File: src/design/nvm_pkg.sv
/*
 * Constants shared by the word programming port: register offsets, field
 * positions, reset values, the pulse time and the sequencer state encoding.
 * Assumes a 200 MHz core clock.
 */
package nvm_pkg;

    // ==================================================================
    // Geometry
    localparam int unsigned WORD_COUNT  = 24;
    localparam int unsigned WORD_WIDTH  = 16;
    localparam int unsigned INDEX_WIDTH = 5;
    localparam int unsigned ADDR_WIDTH  = 8;

    // ==================================================================
    // Register offsets
    localparam logic [7:0] CONTROL_OFFSET = 8'hA1;
    localparam logic [7:0] INDEX_OFFSET   = 8'hA2;
    localparam logic [7:0] VALUE_OFFSET   = 8'hA3;

    // ==================================================================
    // Control fields
    localparam int unsigned HV_BIT        = 0;
    localparam int unsigned WIPE_BIT      = 1;
    localparam int unsigned WRITE_BIT     = 2;
    localparam int unsigned READ_BIT      = 3;
    localparam int unsigned CONTROL_USED  = 4;

    // ==================================================================
    // Reset values
    localparam logic [3:0]  CONTROL_RESET = 4'h0;
    localparam logic [4:0]  INDEX_RESET   = 5'h00;
    localparam logic [15:0] VALUE_RESET   = 16'h0000;
    localparam logic [15:0] ERASED_WORD   = 16'h0000;

    // ==================================================================
    // Timing
    localparam int unsigned PROG_TIME_US  = 10000;
    localparam int unsigned CLK_FREQ_MHZ  = 200;
    localparam int unsigned PROG_CYCLES   = PROG_TIME_US * CLK_FREQ_MHZ;

    // ==================================================================
    // Sequencer states, Gray coded along idle, pulse, commit.
    typedef enum logic [1:0] {
        ST_IDLE   = 2'b00,
        ST_PULSE  = 2'b01,
        ST_COMMIT = 2'b11
    } prog_state_e;

endpackage : nvm_pkg

File: src/design/nvm_word_store.sv
/*
 * Flip-flop model of the nonvolatile word array with one commit port.
 * Assumes the caller presents commit for one cycle with a stable index.
 */
`timescale 1ns/1ps

module nvm_word_store #(
    parameter int unsigned WORDS = nvm_pkg::WORD_COUNT,
    parameter int unsigned WIDTH = nvm_pkg::WORD_WIDTH,
    parameter int unsigned IW    = nvm_pkg::INDEX_WIDTH
) (
    input  wire logic             core_clk,
    input  wire logic             rst_n,
    input  wire logic             commit,
    input  wire logic             wipe,
    input  wire logic [IW-1:0]    index,
    input  wire logic [WIDTH-1:0] value,
    output logic      [WIDTH-1:0] words [WORDS]
);

    // ==================================================================
    // Storage
    // Programming only sets bits, so a word must be wiped before it can
    // take a value with fewer ones.
    for (genvar i = 0; i < WORDS; i++) begin : g_word
        logic [WIDTH-1:0] next_word;

        always_comb begin
            next_word = words[i];
            if (commit && index == IW'(i)) begin
                next_word = wipe ? nvm_pkg::ERASED_WORD : (words[i] | value); // RULE1
            end
        end

        always_ff @(posedge core_clk or negedge rst_n) begin
            if (!rst_n) begin
                words[i] <= nvm_pkg::ERASED_WORD;
            end else begin
                words[i] <= next_word;
            end
        end
    end

endmodule : nvm_word_store

File: src/design/nvm_word_programming_port.sv
/*
 * Word programming port: control, index and value registers, the
 * high-voltage pulse sequencer and read-back of stored words.
 * Assumes a decoded register port from the serial bus front end, one
 * access per strobe, with inputs synchronous to core_clk.
 */
// What this block does
// RULE1: Holds twenty-four sixteen-bit nonvolatile words, programmed through control, index, value registers.
// RULE2: Control bit 0 enables high voltage, bit 1 erase, bit 2 write, bit 3 read; code stores bit 3 but never acts on it.
// RULE3: Host keeps control bits 15:4 and index bits 15:5 zero while programming.
// RULE4: Index register takes the target word index in bits 4:0.
// RULE5: Host never erases or writes word 0 or word 19.
// RULE6: Value register holds the full sixteen-bit word to program.
// RULE7: Host erases a word before writing it.
// RULE8: Each erase or write occupies about 10 ms.
// RULE9: Host programs one word per index, value, control sequence.
// RULE10: Erase sequence: index, value zero, control 3, wait 15 ms.
// RULE11: Write sequence: index, new value, control 5, wait 15 ms.
// RULE12: Reading register number equal to a word index returns that stored word.
// RULE13: Host returns control to zero after each wait before the next word.
`timescale 1ns/1ps

module nvm_word_programming_port #(
    parameter int unsigned PROG_CYCLES = nvm_pkg::PROG_CYCLES
) (
    input  wire logic                            core_clk,
    input  wire logic                            resetn,
    input  wire logic                            reg_wr_en,
    input  wire logic                            reg_rd_en,
    input  wire logic [nvm_pkg::ADDR_WIDTH-1:0]  reg_addr,
    input  wire logic [nvm_pkg::WORD_WIDTH-1:0]  reg_wdata,
    output logic      [nvm_pkg::WORD_WIDTH-1:0]  rd_data,
    output logic                                 rd_valid,
    output logic                                 hv_enable,
    output logic                                 prog_busy
);

    // ==================================================================
    // Reset release
    logic [1:0] rst_sync;
    logic       rst_n;

    always_ff @(posedge core_clk or negedge resetn) begin
        if (!resetn) begin
            rst_sync <= 2'h0;
        end else begin
            rst_sync <= {rst_sync[0], 1'b1};
        end
    end
    assign rst_n = rst_sync[1];

    // ==================================================================
    // Registers
    logic [nvm_pkg::CONTROL_USED-1:0] control;
    logic [nvm_pkg::INDEX_WIDTH-1:0]  target_word_index;
    logic [nvm_pkg::WORD_WIDTH-1:0]   new_word_value;
    logic [nvm_pkg::CONTROL_USED-1:0] next_control;
    logic [nvm_pkg::INDEX_WIDTH-1:0]  next_target_word_index;
    logic [nvm_pkg::WORD_WIDTH-1:0]   next_new_word_value;
    logic                             wr_control;

    assign wr_control = reg_wr_en && reg_addr == nvm_pkg::CONTROL_OFFSET;

    // Upper bits are not stored, so they always read as zero.
    always_comb begin
        next_control           = control;
        next_target_word_index = target_word_index;
        next_new_word_value    = new_word_value;
        if (wr_control) begin
            next_control = reg_wdata[nvm_pkg::CONTROL_USED-1:0]; // RULE2
        end
        if (reg_wr_en && reg_addr == nvm_pkg::INDEX_OFFSET) begin
            next_target_word_index = reg_wdata[nvm_pkg::INDEX_WIDTH-1:0]; // RULE4
        end
        if (reg_wr_en && reg_addr == nvm_pkg::VALUE_OFFSET) begin
            next_new_word_value = reg_wdata; // RULE6
        end
    end

    always_ff @(posedge core_clk or negedge rst_n) begin
        if (!rst_n) begin
            control           <= nvm_pkg::CONTROL_RESET;
            target_word_index <= nvm_pkg::INDEX_RESET;
            new_word_value    <= nvm_pkg::VALUE_RESET;
        end else begin
            control           <= next_control;
            target_word_index <= next_target_word_index;
            new_word_value    <= next_new_word_value;
        end
    end

    // ==================================================================
    // Pulse sequencer
    // Index and value are latched at the start, so the host may stage the
    // next word's registers during the pulse without disturbing it.
    nvm_pkg::prog_state_e            state;
    nvm_pkg::prog_state_e            next_state;
    logic [31:0]                     pulse_count;
    logic [31:0]                     next_pulse_count;
    logic                            op_wipe;
    logic                            next_op_wipe;
    logic [nvm_pkg::INDEX_WIDTH-1:0] op_index;
    logic [nvm_pkg::INDEX_WIDTH-1:0] next_op_index;
    logic [nvm_pkg::WORD_WIDTH-1:0]  op_value;
    logic [nvm_pkg::WORD_WIDTH-1:0]  next_op_value;
    logic                            start;
    logic                            next_prog_busy;

    assign start = state == nvm_pkg::ST_IDLE && wr_control && reg_wdata[nvm_pkg::HV_BIT]
                   && (reg_wdata[nvm_pkg::WIPE_BIT] ^ reg_wdata[nvm_pkg::WRITE_BIT]); // RULE2

    always_comb begin
        next_state       = state;
        next_pulse_count = pulse_count;
        next_op_wipe     = op_wipe;
        next_op_index    = op_index;
        next_op_value    = op_value;
        unique case (state)
            nvm_pkg::ST_IDLE: begin
                if (start) begin
                    next_state       = nvm_pkg::ST_PULSE;
                    next_pulse_count = 32'(PROG_CYCLES); // RULE8
                    next_op_wipe     = reg_wdata[nvm_pkg::WIPE_BIT];
                    next_op_index    = target_word_index;
                    next_op_value    = new_word_value;
                end
            end
            nvm_pkg::ST_PULSE: begin
                next_pulse_count = pulse_count - 32'h1;
                if (pulse_count == 32'h1) begin
                    next_state = nvm_pkg::ST_COMMIT; // RULE8
                end
            end
            nvm_pkg::ST_COMMIT: begin
                next_state = nvm_pkg::ST_IDLE;
            end
            default: begin
                next_state = nvm_pkg::ST_IDLE;
            end
        endcase
        next_prog_busy = next_state != nvm_pkg::ST_IDLE;
    end

    always_ff @(posedge core_clk or negedge rst_n) begin
        if (!rst_n) begin
            state       <= nvm_pkg::ST_IDLE;
            pulse_count <= 32'h0;
            op_wipe     <= 1'b0;
            op_index    <= nvm_pkg::INDEX_RESET;
            op_value    <= nvm_pkg::VALUE_RESET;
            prog_busy   <= 1'b0;
        end else begin
            state       <= next_state;
            pulse_count <= next_pulse_count;
            op_wipe     <= next_op_wipe;
            op_index    <= next_op_index;
            op_value    <= next_op_value;
            prog_busy   <= next_prog_busy;
        end
    end

    assign hv_enable = control[nvm_pkg::HV_BIT];

    // ==================================================================
    // Word array
    logic [nvm_pkg::WORD_WIDTH-1:0] words [nvm_pkg::WORD_COUNT];

    nvm_word_store #(
        .WORDS (nvm_pkg::WORD_COUNT),
        .WIDTH (nvm_pkg::WORD_WIDTH),
        .IW    (nvm_pkg::INDEX_WIDTH)
    ) u_store (
        .core_clk (core_clk),
        .rst_n    (rst_n),
        .commit   (state == nvm_pkg::ST_COMMIT),
        .wipe     (op_wipe),
        .index    (op_index),
        .value    (op_value),
        .words    (words)
    );

    // ==================================================================
    // Read path
    logic [nvm_pkg::WORD_WIDTH-1:0] next_rd_data;

    always_comb begin
        next_rd_data = rd_data;
        if (reg_rd_en) begin
            next_rd_data = '0;
            if (reg_addr < nvm_pkg::ADDR_WIDTH'(nvm_pkg::WORD_COUNT)) begin
                next_rd_data = words[reg_addr[nvm_pkg::INDEX_WIDTH-1:0]]; // RULE12
            end else if (reg_addr == nvm_pkg::CONTROL_OFFSET) begin
                next_rd_data[nvm_pkg::CONTROL_USED-1:0] = control;
            end else if (reg_addr == nvm_pkg::INDEX_OFFSET) begin
                next_rd_data[nvm_pkg::INDEX_WIDTH-1:0] = target_word_index;
            end else if (reg_addr == nvm_pkg::VALUE_OFFSET) begin
                next_rd_data = new_word_value;
            end
        end
    end

    always_ff @(posedge core_clk or negedge rst_n) begin
        if (!rst_n) begin
            rd_data  <= '0;
            rd_valid <= 1'b0;
        end else begin
            rd_data  <= next_rd_data;
            rd_valid <= reg_rd_en;
        end
    end

    // ==================================================================
    // Checks
    logic [31:0] busy_len;

    always_ff @(posedge core_clk or negedge rst_n) begin
        if (!rst_n) begin
            busy_len <= 32'h0;
        end else begin
            busy_len <= prog_busy ? busy_len + 32'h1 : 32'h0;
        end
    end
endmodule : nvm_word_programming_port

File: config.mk
export PLATFORM = sky130hd
export DESIGN_NAME = nvm_word_programming_port
export DESIGN_NICKNAME = d
export VERILOG_FILES = /design/src/design/nvm_pkg.sv /design/src/design/nvm_word_store.sv /design/src/design/nvm_word_programming_port.sv
export SDC_FILE = /design/constraint.sdc
export NUM_CORES = 1
export LEC_CHECK = 0
export ABC_AREA = 1
export BUFFER_PORTS_ARGS = -buffer_cell sky130_fd_sc_hd__buf_2
export CORE_ASPECT_RATIO = 0.9
export CORE_MARGIN = 3
export CORE_UTILIZATION = 57
export CTS_CLUSTER_SIZE = 12
export DETAILED_ROUTE_END_ITERATION = 8
export PLACE_DENSITY = 0.73
export SYNTH_ARGS = -nofsm -noshare
export SYNTH_HDL_FRONTEND = slang
export SYNTH_HIERARCHICAL = 1
export SYNTH_SLANG_ARGS = --single-unit
File: constraint.sdc
create_clock -name core_clk -period 24.3 [get_ports core_clk]
set_input_delay 3.645 -clock core_clk [delete_from_list [all_inputs] [get_ports core_clk]]
set_output_delay 3.645 -clock core_clk [all_outputs]
set_load 0.01 [all_outputs]
### Word level (Yosys, flattened, before mapping)

Cells that the tools add are included.

* register bits after elaboration: 485
* input bits: 28
* output and inout bits: 19
* logic and storage cells: 169

* add/sub/neg operators: 1
* order comparisons: 2
* equal/unequal tests: 30
* muxes and demuxes: 38
* bitwise logic cells: 26
* reduce and logical (&&, ||, !) cells: 36

Operators with widths (count)
* $mux W16: 28
* $or A16 B16 Y16: 24
* $bmux W16 S5: 1
* $pmux W32 S2: 1
* $eq A5 B4 Y1 const B: 8
* $eq A5 B5 Y1 const B: 8
* $eq A32 B1 Y1 const B: 1
* $mux W32: 1
* $sub A32 B1 Y32 const B: 1
* $logic_and A1 B1 Y1: 30
* $eq A8 B8 Y1 const B: 3
* $eq A5 B3 Y1 const B: 4
* $mux W12: 1
* $mux W11: 1
* $eq A5 B2 Y1 const B: 2
* $lt A8 B5 Y1 const B: 1
* $ge A6 B6 Y1 const B: 1
* $not A5 Y6: 1
* $eq A5 B1 Y1 const B: 1
* $logic_not A5 Y1: 1
* $mux W5: 1
* $mux W2: 2
* $mux W4: 1
* $pmux W2 S2: 1
* other kinds (7): 9

### Depth between registers and ports, before layout

* depth in word-level cells: 8
* depth in mapped cells: 16
* gate-level depth less buffers: 13

### Cells and area by module

The synthesis kept the hierarchy.

Modules (own cells, without submodules)
* nvm_word_store: times used 1, cells an instance 2538, area each 17967.2 um^2, seq. area each 9609.2 um^2
* nvm_word_programming_port: times used 1, cells an instance 1584, area each 9077.5 um^2, seq. area each 2527.4 um^2

### Least setup slack after synthesis

Ideal clock, no wire load.

* kind: input -> register
* from: in reg_addr[1] (netlist bit)
* to: reg op_index[3] (netlist bit)
* setup time: 0.125 ns
* arrival: 4.836 ns
* data required time: 24.175 ns
* slack: 19.339 ns
* stages: 9
* path buffers: 2
* cells stage by stage: buf_2 -> clkinv_2 -> nand3_2 -> nor2_4 -> inv_2 -> nor2_8 -> nand3_4 -> buf_6 -> mux2_4

* longest elaborated chain between the ends: 6

RTL lines
* start: declaration: line nvm_word_programming_port.sv:30 `input wire logic [nvm_pkg::ADDR_WIDTH-1:0] reg_addr,`
* $eq A8 B8 Y1: line nvm_word_programming_port.sv:62 `assign wr_control = reg_wr_en && reg_addr == nvm_pkg::CONTROL_OFFSET;`
* $logic_and A1 B1 Y1: line nvm_word_programming_port.sv:62
* $logic_and A1 B1 Y1 (2 in a row): line nvm_word_programming_port.sv:109 `assign start = state == nvm_pkg::ST_IDLE && wr_control && reg_wdata[nvm_pkg::HV_BIT]`
* $logic_and A1 B1 Y1: line nvm_word_programming_port.sv:110 `&& (reg_wdata[nvm_pkg::WIPE_BIT] ^ reg_wdata[nvm_pkg::WRITE_BIT]);`
* $reduce_and A2 Y1 (no line)
* end signal: assignment: line nvm_word_programming_port.sv:149 `op_index <= nvm_pkg::INDEX_RESET;`
* end signal: assignment: line nvm_word_programming_port.sv:156 `op_index <= next_op_index;`
* end: declaration: line nvm_word_programming_port.sv:102 `logic [nvm_pkg::INDEX_WIDTH-1:0] op_index;`

No other way between the ends.
A chain may end at the register's enable or synchronous reset.

### Final worst setup path

* from: in reg_addr[0] (netlist bit)
* to: reg target_word_index[0] (netlist bit)

* longest elaborated chain between the ends: 2

RTL lines
* $eq A8 B8 Y1: line nvm_word_programming_port.sv:72 `if (reg_wr_en && reg_addr == nvm_pkg::INDEX_OFFSET) begin`
* $logic_and A1 B1 Y1: line nvm_word_programming_port.sv:72
* end signal: assignment: line nvm_word_programming_port.sv:83 `target_word_index <= nvm_pkg::INDEX_RESET;`
* end signal: assignment: line nvm_word_programming_port.sv:87 `target_word_index <= next_target_word_index;`
* end: declaration: line nvm_word_programming_port.sv:55 `logic [nvm_pkg::INDEX_WIDTH-1:0] target_word_index;`

No other way between the ends.

==> impl_metrics.env <==
export IMPL_fin_crit_sh_pct=25.9
export IMPL_total_power_mw=1.74
export IMPL_numPortBuffers=46
export IMPL_synth_cell_types=41
export IMPL_hold_class="reg2reg"
export IMPL_cts_setup_buffers=0
export IMPL_grt_max_degree=106
export IMPL_avgRoutedWirePerCell_um=18.0
export IMPL_status="finished, final reports clean"
export IMPL_fin_skew_ns=0.0170
export IMPL_relSlewSlack_pct=18.6
export IMPL_crit_type="in2reg"
export IMPL_ctsHoldBuffers=0
export IMPL_clkLatencyLatePin_ns=0.62
export IMPL_vias=26000
export IMPL_pin_count=47
export IMPL_cp_start_kind="input pin"
export IMPL_n_antenna_cell=0
export IMPL_multi_input_area_sq_um=13000
export IMPL_synth_ff_type="dfrtp_1"
export IMPL_drt_first_iter_violations=3193
export IMPL_numClockSinks=485
export IMPL_place_hpwl_um=50900
export IMPL_setup_viol=0
export IMPL_r2r_start="state[0]$_DFF_PN0_"
export IMPL_seq_area_frac_synth_pct=44.9
export IMPL_grt_overflow=0
export IMPL_fillers=4232
export IMPL_synth_area_leaders="dfrtp_1 (45%), nand2_1 (23%), nor2_1 (13%)"
export IMPL_async_reset_ff_share_pct=100
export IMPL_rsz0062_at_grt="no"
export IMPL_crit_start="reg_addr[0]"
export IMPL_max_freq_mhz=159
export IMPL_clkTransAtPathRegs_ns=0.06
export IMPL_drive_gt1_share_pct=5.69
export IMPL_clock_path_buffers=3
export IMPL_syn_nets=4152
export IMPL_critical_path_peak_fanout=72
export IMPL_drt_total_wl_um=84600
export IMPL_area_growth_pct=8.05
export IMPL_grt_pass1_vias=23700
export IMPL_hold_start="rst_sync[0]$_DFF_PN0_"
export IMPL_yosys_area_top_type="dfrtp_1"
export IMPL_synth_edff_count=0
export IMPL_r2r_cells=8
export IMPL_root_buffer="clkbuf_16"
export IMPL_nNetsFinal=4067
export IMPL_regArea_sq_um=12200
export IMPL_core_area_sq_um=46700
export IMPL_via_per_inst=5.54
export IMPL_required_ns=24.78
export IMPL_cts_resized=0
export IMPL_r2r_end="u_store/words[290]$_DFFE_PN0P_"
export IMPL_worst_setup_path_end_kind="flip-flop"
export IMPL_leakagePower_nw=16.2
export IMPL_dieArea_sq_um=50100
export IMPL_grt_use_total_pct=33.7
export IMPL_maxSlewViolCount=0
export IMPL_antenna_left=0
export IMPL_period_needed_ns=6.29
export IMPL_synth_avg_cell_area_sq_um=6.56
export IMPL_synthCells=4122
export IMPL_synth_warnings=6
export IMPL_cts_htree_levels=2
export IMPL_first_pass_iters=6
export IMPL_worst_r2r_setup_slack_ns=21.07
export IMPL_grt_first_pass_wirelength_um=134000
export IMPL_fin_setup_tns_ns=0
export IMPL_die_w_um=236
export IMPL_peakVddDrop_mv=0.0539
export IMPL_drc=0
export IMPL_initial_utilization_pct=57.9
export IMPL_gp_congestion=0.916
export IMPL_die_height_um=213
export IMPL_arrival_ns=6.77
export IMPL_tritoncts="yes"
export IMPL_rows=75
export IMPL_maxCapViolCount=0
export IMPL_final_hold_violation_count=0
export IMPL_endpoint="target_word_index[0]$_DFFE_PN0P_"
export IMPL_worst_pin_slew_ns=1.22
export IMPL_netlist_area_sq_um=27000
export IMPL_antenna_found_initial=0
export IMPL_power_density_nw_per_um2=59.5
export IMPL_numCtsBuffers=52
export IMPL_synth_seq_cells=485
export IMPL_synth_top_area_share_pct=44.9
cell type report:
cell class	count	area share [%]
clock buffers	84	5.55
multi-input cells	3145	44.3
clock inverters	11	0.557
repair buffers	90	1.95
flip-flops and latches	485	41.6
inverters	263	3.39
well taps	616	2.64
power by group:
part	switching (mW)	total [mW]	leakage (nW)	internal [mW]
sequential	0.00561	0.818	6.51	0.812
clock	0.339	0.836	0.883	0.497
combinational	0.0650	0.0850	8.81	0.0200
total	0.410	1.74	16.2	1.33
cell families after synthesis:
kind of cell / synth area share, %
buffers and inverters: 7.31
AND/OR/NAND/NOR: 43.3
multiplexers: 1.19
AO/OA/AOI/OAI: 3.18
adder cells (fa/ha/maj): 0.0925
other: 0.0139
XOR/XNOR: 0.0324
flip-flops: 44.9
state kept, by name, indices dropped and copies added (netlist names):
| register | flops |
|---|---|
| prog_busy | 1 |
| rst_sync | 2 |
| u_store/words | 384 |
| control | 4 |
| rd_valid | 1 |
| state | 2 |
| op_value | 16 |
| pulse_count | 32 |
| rd_data | 16 |
| op_wipe | 1 |
| new_word_value | 16 |
| op_index | 5 |
| target_word_index | 5 |
routing by layer:
| metal | global-route usage [%] | vias to the layer above | share of wire (%) |
|---|---|---|---|
| met5 | 0 | - | 0 |
| met2 | 50.9 | 1355 | 43 |
| met3 | 6.39 | 233 | 11 |
| li1 | - | 12400 | - |
| met1 | 48.3 | 12000 | 42 |
| met4 | 13.1 | 0 | 4.0 |
cells in the final DEF (no fill, tap or decap), types with 8 or more instances in the layout:
cell type | Yosys | layout
nand2_1 | 1682 | 1682
nor2_1 | 922 | 918
dfrtp_1 | 485 | 478
nand3_1 | 273 | 273
inv_1 | 253 | 253
o21ai_0 | 102 | 102
clkbuf_16 | 0 | 53
buf_4 | 7 | 45
buf_2 | 65 | 44
nand4_1 | 42 | 42
a21oi_1 | 23 | 23
o211ai_1 | 18 | 18
clkbuf_8 | 0 | 18
mux2_4 | 16 | 16
clkbuf_1 | 142 | 13
nor2_2 | 9 | 10
o21ai_1 | 10 | 10
nand3b_1 | 8 | 8
through the flow:
step	hold slack (ns)	setup WS, ns	utilization, %	cell area (sq um)	std cells
after floorplan	0.331	9.78	-	27000	4122
after global placement	0.335	17.54	58.7	27400	4599
after detailed placement	0.337	17.43	58.7	27400	4599
after CTS	0.351	18.06	62.5	29200	4694
after global routing	0.365	17.70	62.5	29200	4694
final	0.348	18.02	62.5	29200	4694
worst min-delay path by stage:
| stage | to | slack, ns | cells past startpoint |
|---|---|---|---|
| 2_1_floorplan | rst_sync[1]$_DFF_PN0_ | 0.33 | 0 |
| 3_3_place_gp | rst_sync[1]$_DFF_PN0_ | 0.34 | 0 |
| 3_5_place_dp | rst_sync[1]$_DFF_PN0_ | 0.34 | 0 |
| 4_1_cts | rst_sync[1]$_DFF_PN0_ | 0.35 | 0 |
| 5_1_grt | rst_sync[1]$_DFF_PN0_ | 0.36 | 0 |
| 6_report | rst_sync[1]$_DFF_PN0_ | 0.35 | 0 |
cells in the mapped netlist, types with 2 or more instances:
cell,number
a21oi_1,23
buf_1,12
buf_2,65
buf_4,7
buf_6,3
clkbuf_1,142
clkinv_1,2
dfrtp_1,485
ha_1,2
inv_1,253
inv_2,7
mux2_4,16
mux2i_1,7
nand2_1,1682
nand2_2,3
nand3_1,273
nand3_2,2
nand3b_1,8
nand4_1,42
nor2_1,922
nor2_2,9
nor2_4,4
nor3_1,3
o211ai_1,18
o21a_1,3
o21ai_0,102
o21ai_1,10
o22ai_1,2
or2_2,3
critical path, stage by stage:
cell and delay (ns):
buf_6 0.20, inv_4 0.66, nand2_2 0.47, inv_2 0.83, nand3_1 0.32, inv_1 0.14, nand2_1 0.19, nand2_1 0.12
o21ai_0 0.09
No activity file was read; power rests on OpenSTA's default activity.
